### config.mk
export PLATFORM = sky130hd
export DESIGN_NAME = tcp_panel
export DESIGN_NICKNAME = d
export VERILOG_FILES = /design/src/design/tcp_pkg.sv /design/src/design/tcp_debounce.sv /design/src/design/tcp_panel.sv
export SDC_FILE = /design/constraint.sdc
export NUM_CORES = 1
export LEC_CHECK = 0
export BUFFER_PORTS_ARGS = -buffer_cell sky130_fd_sc_hd__buf_2
export CAP_MARGIN = 15
export CELL_PAD_IN_SITES_DETAIL_PLACEMENT = 0
export CELL_PAD_IN_SITES_GLOBAL_PLACEMENT = 2
export CORE_MARGIN = 2
export CORE_UTILIZATION = 31
export CTS_CLUSTER_DIAMETER = 150
export CTS_CLUSTER_SIZE = 28
export DETAILED_ROUTE_END_ITERATION = 6
export PLACE_DENSITY_LB_ADDON = 0.1
export SKIP_CTS_REPAIR_TIMING = 1
export SYNTH_ARGS = -nofsm -noshare
export SYNTH_HDL_FRONTEND = slang
export SYNTH_HIERARCHICAL = 1
export SYNTH_SLANG_ARGS = --single-unit
### constraint.sdc
create_clock -name clk -period 1.4 [get_ports clk]
set_input_delay 0.07 -clock clk [delete_from_list [all_inputs] [get_ports clk]]
set_output_delay 0.07 -clock clk [all_outputs]
set_load 0.005 [all_outputs]
### src/design/tcp_pkg.sv
// constants for the tape control panel logic
package tcp_pkg;
   localparam int DEB_CYCLES = 16;
   localparam int DEB_CW = 5;
   // density codes: 00 means take from the unit selector
   localparam logic [1:0] DENS_FROM_SEL = 2'h0;
   localparam int DENS_HI_BIT = 13;
   localparam int DENS_LO_BIT = 12;
   localparam logic [3:0] FN_READ_FWD = 4'h1;
   localparam logic [3:0] FN_READ_BWD = 4'h2;
   localparam logic [3:0] FN_WRITE = 4'h3;
   localparam logic [3:0] FN_SKIP_WRITE = 4'h4;
   localparam int FN_CODE_HI = 17;
   localparam int FN_CODE_LO = 14;
   localparam int FN_WIDTH = 18;
   typedef enum logic [1:0] {
      CU_OFF = 2'h1,
      CU_ON = 2'h2
   } tcp_cu_e;
endpackage

### src/design/tcp_debounce.sv
// synchroniser, debouncer and press detector for one pushbutton
`timescale 1ns/1ps
`default_nettype none
module tcp_debounce #(
   parameter int CNT = tcp_pkg::DEB_CYCLES
) (
   input wire logic clk,
   input wire logic rst_n,
   input wire logic ce,
   input wire logic rawIn,
   output logic level,
   output logic press
);
   logic sync1_r, sync2_r, stable_r, press_r;
   logic sync1_nxt, sync2_nxt, stable_nxt, press_nxt;
   logic [tcp_pkg::DEB_CW-1:0] cnt_r, cnt_nxt;

   always_comb begin
      sync1_nxt = rawIn;
      sync2_nxt = sync1_r;
      stable_nxt = stable_r;
      cnt_nxt = '0;
      press_nxt = 1'b0;
      if (sync2_r != stable_r) begin
         cnt_nxt = cnt_r + 1'b1;
         if (cnt_r == tcp_pkg::DEB_CW'(CNT - 1)) begin
            stable_nxt = sync2_r;
            press_nxt = sync2_r;
            cnt_nxt = '0;
         end
      end
   end

   always_ff @(posedge clk) begin
      if (!rst_n) begin
         sync1_r <= 1'b0;
         sync2_r <= 1'b0;
         stable_r <= 1'b0;
         press_r <= 1'b0;
         cnt_r <= '0;
      end else if (ce) begin
         sync1_r <= sync1_nxt;
         sync2_r <= sync2_nxt;
         stable_r <= stable_nxt;
         press_r <= press_nxt;
         cnt_r <= cnt_nxt;
      end
   end

   assign level = stable_r;
   assign press = press_r;
endmodule
`default_nettype wire

### src/design/tcp_panel.sv
// control unit and tape unit panel logic with density selection
//
// Contract
// - unit ON clears OFF only if mounted
// - unit OFF press forgets past-warning state
// - unit presents three-way density selector
// - density-class word, density bits zero: sample selector at start
// - density-class word, density bits nonzero: use function word density
// - ON press while OFF lit: on, master clear
// - ON ignored if ON lit or OFF dark
// - OFF press while ON lit turns off
// - OFF ignored unless ON lit
// - power-up shows OFF lit, ON dark
// - CLEAR with ON lit master clears; code: an OFF press in the same cycle wins, turns off, no master clear
// - CLEAR lamp follows held switch while ON
// - CLEAR ignored whenever ON dark
`timescale 1ns/1ps
`default_nettype none
module tcp_panel #(
   parameter int DEB = tcp_pkg::DEB_CYCLES
) (
   input wire logic clk,
   input wire logic rst_n,
   input wire logic ce,
   input wire logic cuOnBtn,
   input wire logic cuOffBtn,
   input wire logic cuClearBtn,
   input wire logic tuOnBtn,
   input wire logic tuOffBtn,
   input wire logic tapeMounted,
   input wire logic [1:0] densitySel,
   input wire logic pastWarnSet,
   input wire logic fnValid,
   input wire logic [tcp_pkg::FN_WIDTH-1:0] fnWord,
   output logic cuOnLamp,
   output logic cuOffLamp,
   output logic cuClearLamp,
   output logic masterClear,
   output logic fnReady,
   output logic tuOnLamp,
   output logic tuOffLamp,
   output logic pastWarn,
   output logic [1:0] unitDensity,
   output logic [1:0] opDensity,
   output logic opStart
);
   ////////////////////////////////////////////////////////////////
   logic [4:0] raw, lvl, prs;
   assign raw = {tuOffBtn, tuOnBtn, cuClearBtn, cuOffBtn, cuOnBtn};

   genvar gi;
   generate
      for (gi = 0; gi < 5; gi++) begin : g_btn
         tcp_debounce #(.CNT(DEB)) u_deb (
            .clk(clk),
            .rst_n(rst_n),
            .ce(ce),
            .rawIn(raw[gi]),
            .level(lvl[gi]),
            .press(prs[gi])
         );
      end
   endgenerate

   ////////////////////////////////////////////////////////////////
   tcp_pkg::tcp_cu_e cu_r, cu_nxt;
   logic clrLamp_r, clrLamp_nxt, mclr_r, mclr_nxt, ready_r, ready_nxt;
   // lamps get their own flops so no output is decoded from state
   logic onLamp_r, onLamp_nxt, offLamp_r, offLamp_nxt;

   always_comb begin
      cu_nxt = cu_r;
      mclr_nxt = 1'b0;
      ready_nxt = ready_r;
      clrLamp_nxt = 1'b0;
      case (cu_r)
         tcp_pkg::CU_OFF: begin
            if (prs[0]) begin
               cu_nxt = tcp_pkg::CU_ON;
               mclr_nxt = 1'b1;
               ready_nxt = 1'b1;
            end
         end
         tcp_pkg::CU_ON: begin
            if (prs[1]) begin
               cu_nxt = tcp_pkg::CU_OFF;
               ready_nxt = 1'b0;
            end else begin
               clrLamp_nxt = lvl[2];
               if (prs[2]) begin
                  mclr_nxt = 1'b1;
                  ready_nxt = 1'b1;
               end else if (fnValid && ready_r) begin
                  ready_nxt = 1'b0;
               end
            end
         end
         default: begin
            cu_nxt = tcp_pkg::CU_OFF;
            ready_nxt = 1'b0;
         end
      endcase
      onLamp_nxt = (cu_nxt == tcp_pkg::CU_ON);
      offLamp_nxt = (cu_nxt == tcp_pkg::CU_OFF);
   end

   // reset lands in the OFF state
   always_ff @(posedge clk) begin
      if (!rst_n) begin
         cu_r <= tcp_pkg::CU_OFF;
         onLamp_r <= 1'b0;
         offLamp_r <= 1'b1;
         clrLamp_r <= 1'b0;
         mclr_r <= 1'b0;
         ready_r <= 1'b0;
      end else if (ce) begin
         cu_r <= cu_nxt;
         onLamp_r <= onLamp_nxt;
         offLamp_r <= offLamp_nxt;
         clrLamp_r <= clrLamp_nxt;
         mclr_r <= mclr_nxt;
         ready_r <= ready_nxt;
      end
   end

   assign cuOnLamp = onLamp_r;
   assign cuOffLamp = offLamp_r;
   assign cuClearLamp = clrLamp_r;
   assign masterClear = mclr_r;
   assign fnReady = ready_r;

   ////////////////////////////////////////////////////////////////
   logic tuOn_r, tuOn_nxt, tuOff_r, tuOff_nxt, warn_r, warn_nxt;

   always_comb begin
      tuOn_nxt = tuOn_r;
      tuOff_nxt = tuOff_r;
      warn_nxt = warn_r | pastWarnSet;
      if (prs[4]) begin
         tuOn_nxt = 1'b0;
         tuOff_nxt = 1'b1;
         warn_nxt = 1'b0;
      end else if (prs[3] && tuOff_r && !tuOn_r) begin
         tuOn_nxt = 1'b1;
         tuOff_nxt = !tapeMounted;
      end
   end

   always_ff @(posedge clk) begin
      if (!rst_n) begin
         tuOn_r <= 1'b0;
         tuOff_r <= 1'b1;
         warn_r <= 1'b0;
      end else if (ce) begin
         tuOn_r <= tuOn_nxt;
         tuOff_r <= tuOff_nxt;
         warn_r <= warn_nxt;
      end
   end

   assign tuOnLamp = tuOn_r;
   assign tuOffLamp = tuOff_r;
   assign pastWarn = warn_r;

   ////////////////////////////////////////////////////////////////
   logic [1:0] unitDen_r, unitDen_nxt, opDen_r, opDen_nxt;
   logic start_r, start_nxt;
   logic [3:0] fnCode;
   logic [1:0] fnDen;
   logic densFn;
   assign fnCode = fnWord[tcp_pkg::FN_CODE_HI:tcp_pkg::FN_CODE_LO];
   assign fnDen = fnWord[tcp_pkg::DENS_HI_BIT:tcp_pkg::DENS_LO_BIT];
   assign densFn = (fnCode == tcp_pkg::FN_READ_FWD) || (fnCode == tcp_pkg::FN_READ_BWD) ||
      (fnCode == tcp_pkg::FN_WRITE) || (fnCode == tcp_pkg::FN_SKIP_WRITE);

   always_comb begin
      // selector presented to the control unit
      unitDen_nxt = densitySel;
      opDen_nxt = opDen_r;
      start_nxt = 1'b0;
      if (fnValid && ready_r && cuOnLamp && !prs[1] && !prs[2]) begin
         start_nxt = 1'b1;
         if (densFn) begin
            opDen_nxt = (fnDen == tcp_pkg::DENS_FROM_SEL) ? unitDen_r : fnDen;
         end
      end
   end

   always_ff @(posedge clk) begin
      if (!rst_n) begin
         unitDen_r <= 2'h0;
         opDen_r <= 2'h0;
         start_r <= 1'b0;
      end else if (ce) begin
         unitDen_r <= unitDen_nxt;
         opDen_r <= opDen_nxt;
         start_r <= start_nxt;
      end
   end

   assign unitDensity = unitDen_r;
   assign opDensity = opDen_r;
   assign opStart = start_r;
endmodule
`default_nettype wire

Word-level counts from Yosys, hierarchy flattened
Index checks and enable logic that the tools add are counted.
{"block": "totals", "register_bits": 60, "input_bits": 31, "out_inout_bits": 13, "word_cells": 127}
{"block": "classes", "n_addsub": 5, "eq_ne": 20, "mux": 41, "bitwise_logic": 1, "reduce_logical": 23}
{"operator": "$mux 5", "count": 10}
{"operator": "$add 5x1->5 const B", "count": 5}
{"operator": "$eq 5x4->1 const B", "count": 5}
{"operator": "$mux 1", "count": 25}
{"operator": "$reduce_and 3->1", "count": 7}
{"operator": "$eq 4x2->1 const B", "count": 2}
{"operator": "$logic_and 1x1->1", "count": 6}
{"operator": "$mux 2", "count": 3}
{"operator": "$ne 1x1->1", "count": 5}
{"operator": "$eq 2x1->1 const B", "count": 2}
{"operator": "$eq 2x2->1 const B", "count": 2}
{"operator": "$eq 4x1->1 const B", "count": 1}
{"operator": "$eq 4x3->1 const B", "count": 1}
{"operator": "$logic_not 1->1", "count": 4}
{"operator": "$ne 4x2->1 const B", "count": 1}
{"operator": "$pmux 1 s2", "count": 2}
{"operator": "$pmux 2 s2", "count": 1}
{"operator": "$logic_or 1x1->1", "count": 3}
{"operator": "$logic_not 2->1", "count": 1}
{"operator": "$ne 2x1->1 const B", "count": 1}
{"operator": "$reduce_and 2->1", "count": 1}
{"operator": "$reduce_bool 2->1", "count": 1}
{"operator": "$or 1x1->1", "count": 1}

Depth between registers and ports, before layout
{"block": "depth", "depth_word": 5, "ltp_mapped": 6}

Modules after synthesis
The synthesis kept the hierarchy.
{"module": "tcp_debounce", "n_inst": 5, "cells_per_inst": 46, "area_per_inst_um2": 407.9}
{"module": "tcp_panel", "n_inst": 1, "cells_per_inst": 79, "area_per_inst_um2": 718.2}

Least setup slack after synthesis
No wires, ideal clock.
{"block": "synth_timing", "kind": "reg-to-reg", "startpoint": "register cu_r[1]", "endpoint": "register ready_r, in the netlist fnReady", "setup_ps": 72, "t_arrival_ps": 1329, "t_required_ps": 1328, "slack_ps": 0, "path_stages_with_launch": 6, "cell_sequence": "dfxtp_1 > ha_1 > nor2b_2 > a21oi_1 > or3b_2 > mux2i_1"}
{"block": "synth_via", "elab_chain_len": 3, "elab_cells_between_ends": 6, "classes_between": "eq/ne (4); mux (1); reduce/logical (1)"}
{"element": "start: declaration", "line": "tcp_panel.sv:66", "rtl": "tcp_pkg::tcp_cu_e cu_r, cu_nxt;"}
{"element": "start signal: assignment", "line": "tcp_panel.sv:110", "rtl": "cu_r <= tcp_pkg::CU_OFF;"}
{"element": "start signal: assignment", "line": "tcp_panel.sv:117", "rtl": "cu_r <= cu_nxt;"}
{"element": "$eq 2x2->1 or $eq 2x1->1 (tied branches)", "line": "tcp_panel.sv:76", "rtl": "case (cu_r)"}
{"element": "$ne 4x2->1 (no line) or $ne 2x1->1 (tied branches)"}
{"element": "$reduce_and 3->1 (no line)"}
{"element": "end signal: assignment", "line": "tcp_panel.sv:122", "rtl": "ready_r <= ready_nxt;"}
{"element": "end: declaration", "line": "tcp_panel.sv:67", "rtl": "logic clrLamp_r, clrLamp_nxt, mclr_r, mclr_nxt, ready_r, ready_nxt;"}
Several ways; a longest one is shown, not always the timed one.
A chain may end at the register's enable or synchronous reset.

Final worst setup path
{"block": "layout_timing", "startpoint": "register cu_r[0]", "endpoint": "register ready_r, in the netlist fnReady"}
Same word-level chain as after synthesis.

==> metrics.md <==
| Metric | Value |
|---|---|
| Residual overflow from global routing | 0 |
| Routed len/inst | 13.52 µm |
| Critical path data arrival time | 1.61 ns |
| Total via count in the routed design | 2359 |
| Count of final max-slew check failures | 0 |
| Peak Freq | 733.1 MHz |
| Count of buffer and inverter cells on the critical path | 2 |
| Worst hold margin | -0.01890 ns |
| # IOs | 44 |
| FP Rows | 34 |
| Most area-consuming cells after synthesis | dfxtp_1 (44%), mux2i_1 (5.8%), a21oi_1 (5.1%) |
| Antenna Cells | 0 |
| FILL cells | 941 |
| Cell type contributing the most total cell area after synthesis | dfxtp_1 |
| Starting utilization of the core area | 31.78% |
| Syn Std Cell Area | 0.002758 mm² |
| Post-layout net count | 401 |
| Cells after synthesis | 309 |
| Critical path's top delay family | simple AND/OR/NAND/NOR gates |
| Worst max-slew margin expressed relative to the limit | 79.17% |
| Mean area per synthesized cell | 8.924 µm² |
| Met2 Resource Use GR | 19.31% |
| Pin slew with the least headroom to its limit | 0.3122 ns |
| Leading cell types in the layout, fill and taps excluded | dfxtp_1 (58), nand2_1 (35), buf_2 (31) |
| Count of flip-flops with a built-in enable after synthesis | 0 |
| Time the final worst path needs with I/O delays and setup | 1.364 ns |
| Area inside the core boundary | 0.008678 mm² |
| P_leak | 1.412 nW |
| DRC Markers | 0 |
| TritonCTS clock tree | done |
| Routability cong. | 0.7115 |
| Longest individual stage delay on the worst path | 0.38 ns |
| Clk pin slew, worst setup/hold paths | 0.07 ns |
| Clock latency on the worst-skew pair | 0.33 ns |
| Number of DRC violations after detailed-routing iteration 0 | 67 |
| Total power density per cell area | 1065 mW/mm² |
| Kind of path behind the tightest hold check | in -> reg |
| Critical path's slowest cell | or3b_4 |
| Cell-by-cell trace of the critical path | inv_4 > ha_4 > buf_4 > or3b_4 > mux2i_1 |
| Die area | 0.009666 mm² |
| Count of H-tree levels built during CTS | 3 |
| Per-cell via count in the routed design | 4.977 |
| Number of distinct library cell variants in the gate-level netlist after synthesis | 36 |
| Clock sink count | 60 |
| Vias in the first global route | 2167 |
| Reported net switching power | 856.9 µW |
| Die X | 98.32 µm |
| CP Class | reg -> reg |
| Chip height | 98.32 µm |
| Max-Cap Viols | 0 |
| Cell at the root of the clock tree | clkbuf_8 |
| Number of buffers on the longest clock path | 2 |
| Initial antenna violation count | 0 |
| Element type at the critical path start | register |
| Flip-flop and latch count after synthesis | 60 |
| Critical Path End Type | register |
| Overall routed net length | 6.408 mm |
| RSZ-0062 raised after global routing | yes |
| Clock power share | 44.9% |
| Synthesis Warnings | 6 |
| Peak supply drop | 0.4603 mV |
| Setup slack of the critical path after layout | 0.03602 ns |
| Global router's overall resource usage | 13.57% |
| Comb pwr share | 7.7% |
| Part of the Yosys area used for sequential elements | 43.56% |
| Total clock buffers created by CTS | 9 |
| Share of final-layout standard cells stronger than drive strength 1 | 21.58% |
| Most common library cell in the layout ignoring fill and taps | dfxtp_1 |
| GR Util met3 | 3.794% |
| HPWL after detailed placement | 4.327 mm |
| Core Util, Final | 40.08% |
| Portion of synthesized cell area occupied by the leading cell type | 43.56% |
| Outcome | complete, but fails checks |
| Proportion of register bits with asynchronous set or reset after synthesis | 0% |
| Most used flip-flop cell after synthesis | dfxtp_1 |
| Maximum number of pins on one net before global-route repair | 36 |
| Sw frac | 23.14% |
| ANT nets after route | 0 |
| Largest driver fanout on the critical path | 4 |
| Fin cells | 474 |
| Accumulated negative setup slack | 0 ns |
| Layer carrying the most global-route usage | met1 |
| Clock Skew | 0.01537 ns |
| Data required, critical path | 1.65 ns |
| Area added between synthesis and finish | 26.13% |
| Share of the cycle needed by the critical path after routing | 97.43% |
| Reg power frac | 47.4% |
| Violations in the final reports | negative hold slack |
| Synthesized netlist net count | 348 |
| Wire length of the first global-routing pass | 10.70 mm |
| Int Pwr | 2.846 mW |
| Final-report hold violation count | 2 |
| Worst Setup Slack post-DPL | -0.1069 ns |
| GRT met1 Usage | 19.37% |
| Buffers added on ports | 31 |
| Count of placed standard cells including taps | 455 |
| Count of TritonRoute iterations in the first routing pass | 4 |
| Setup violators final | 0 |
## Yosys cell counts (2+ instances only)
library cell / n
nand2_1: 35
inv_1: 12
nor2_1: 18
nand4_1: 17
mux2i_1: 16
and4b_1: 5
a211oi_1: 2
dfxtp_1: 60
o21ai_0: 8
ha_1: 8
nand3_1: 27
xor2_1: 6
nand4b_1: 11
a21oi_1: 28
xor2_2: 5
buf_2: 6
a21boi_0: 2
nor2b_1: 17
o21ai_1: 5
o2111ai_1: 5
## area by class of cell
cell class,count,area (µm²),share of cell area (%)
clock buffers,10,127.6,3.669
clock inverters,5,77.57,2.230
inverters,13,51.30,1.475
multi-input cells,229,1551,44.60
flip-flops and latches,60,1206,34.68
well taps,108,135.1,3.885
repair buffers,49,329.1,9.460
## power by group through the flow
stage          sequential [mW]  clock, mW  combinational, mW
2_1_floorplan             1.79          0              0.132
3_3_place_gp              1.79          0              0.261
3_5_place_dp              1.79          0              0.260
4_1_cts                   1.75       1.73              0.261
5_1_grt                   1.76       1.79              0.315
6_report                  1.75       1.66              0.284
## state kept, by name, summed over array words and instances (netlist names)
signal	flops
cuOffLamp	1
cuOnLamp	1
cuClearLamp	1
tuOnLamp	1
g_btn.u_deb/level	5
g_btn.u_deb/cnt_r	25
cu_r	2
opDensity	2
masterClear	1
g_btn.u_deb/press	5
pastWarn	1
tuOffLamp	1
opStart	1
fnReady	1
unitDensity	2
g_btn.u_deb/sync2_r	5
g_btn.u_deb/sync1_r	5
## routing by layer
layer	vias to the layer above	share of wire, %
li1	1220	-
met1	1093	52
met2	39	42
met3	7	4.4
met4	0	1.3
met5	-	0
## worst paths after layout
path | from | end | slack [ns] | cells past startpoint
worst max-delay path | cu_r[0] | fnReady | 0.04 | 5
worst min-delay path | cuOnBtn | g_btn[0].u_deb/sync1_r | -0.02 | 3
worst max register to register | cu_r[0] | fnReady | 0.04 | 5
worst min register to register | g_btn[0].u_deb/cnt_r[4] | g_btn[0].u_deb/cnt_r[4] | 0.44 | 2
## kinds of logic after synthesis
group / Yosys count / share of synthesized area, %
and+or+nand+nor: 136 / 26.81
DFF: 60 / 43.56
AOI/OAI and AO/OA: 58 / 12.34
buffers and inverters: 20 / 2.994
muxes: 16 / 5.807
xor gates and xnor gates: 11 / 4.855
adders and majority gates: 8 / 3.630
## per-stage QoR
stage | instance area (µm²) | hold WS (ns) | power (mW)
final | 3478 | -0.01890 | 3.703
after CTS | 3349 | -0.04338 | 3.742
after detailed placement | 3144 | 0.3182 | 2.053
after floorplan | 2758 | 0.1906 | 1.923
after global placement | 3144 | 0.3073 | 2.054
after global routing | 3478 | 0.006422 | 3.866
## tightest hold or removal path, cell delays in order
cell and delay, ns:
buf_2 0.08, mux2i_1 0.05, nor2_1 0.07
Power figures use the tool's default switching activity.
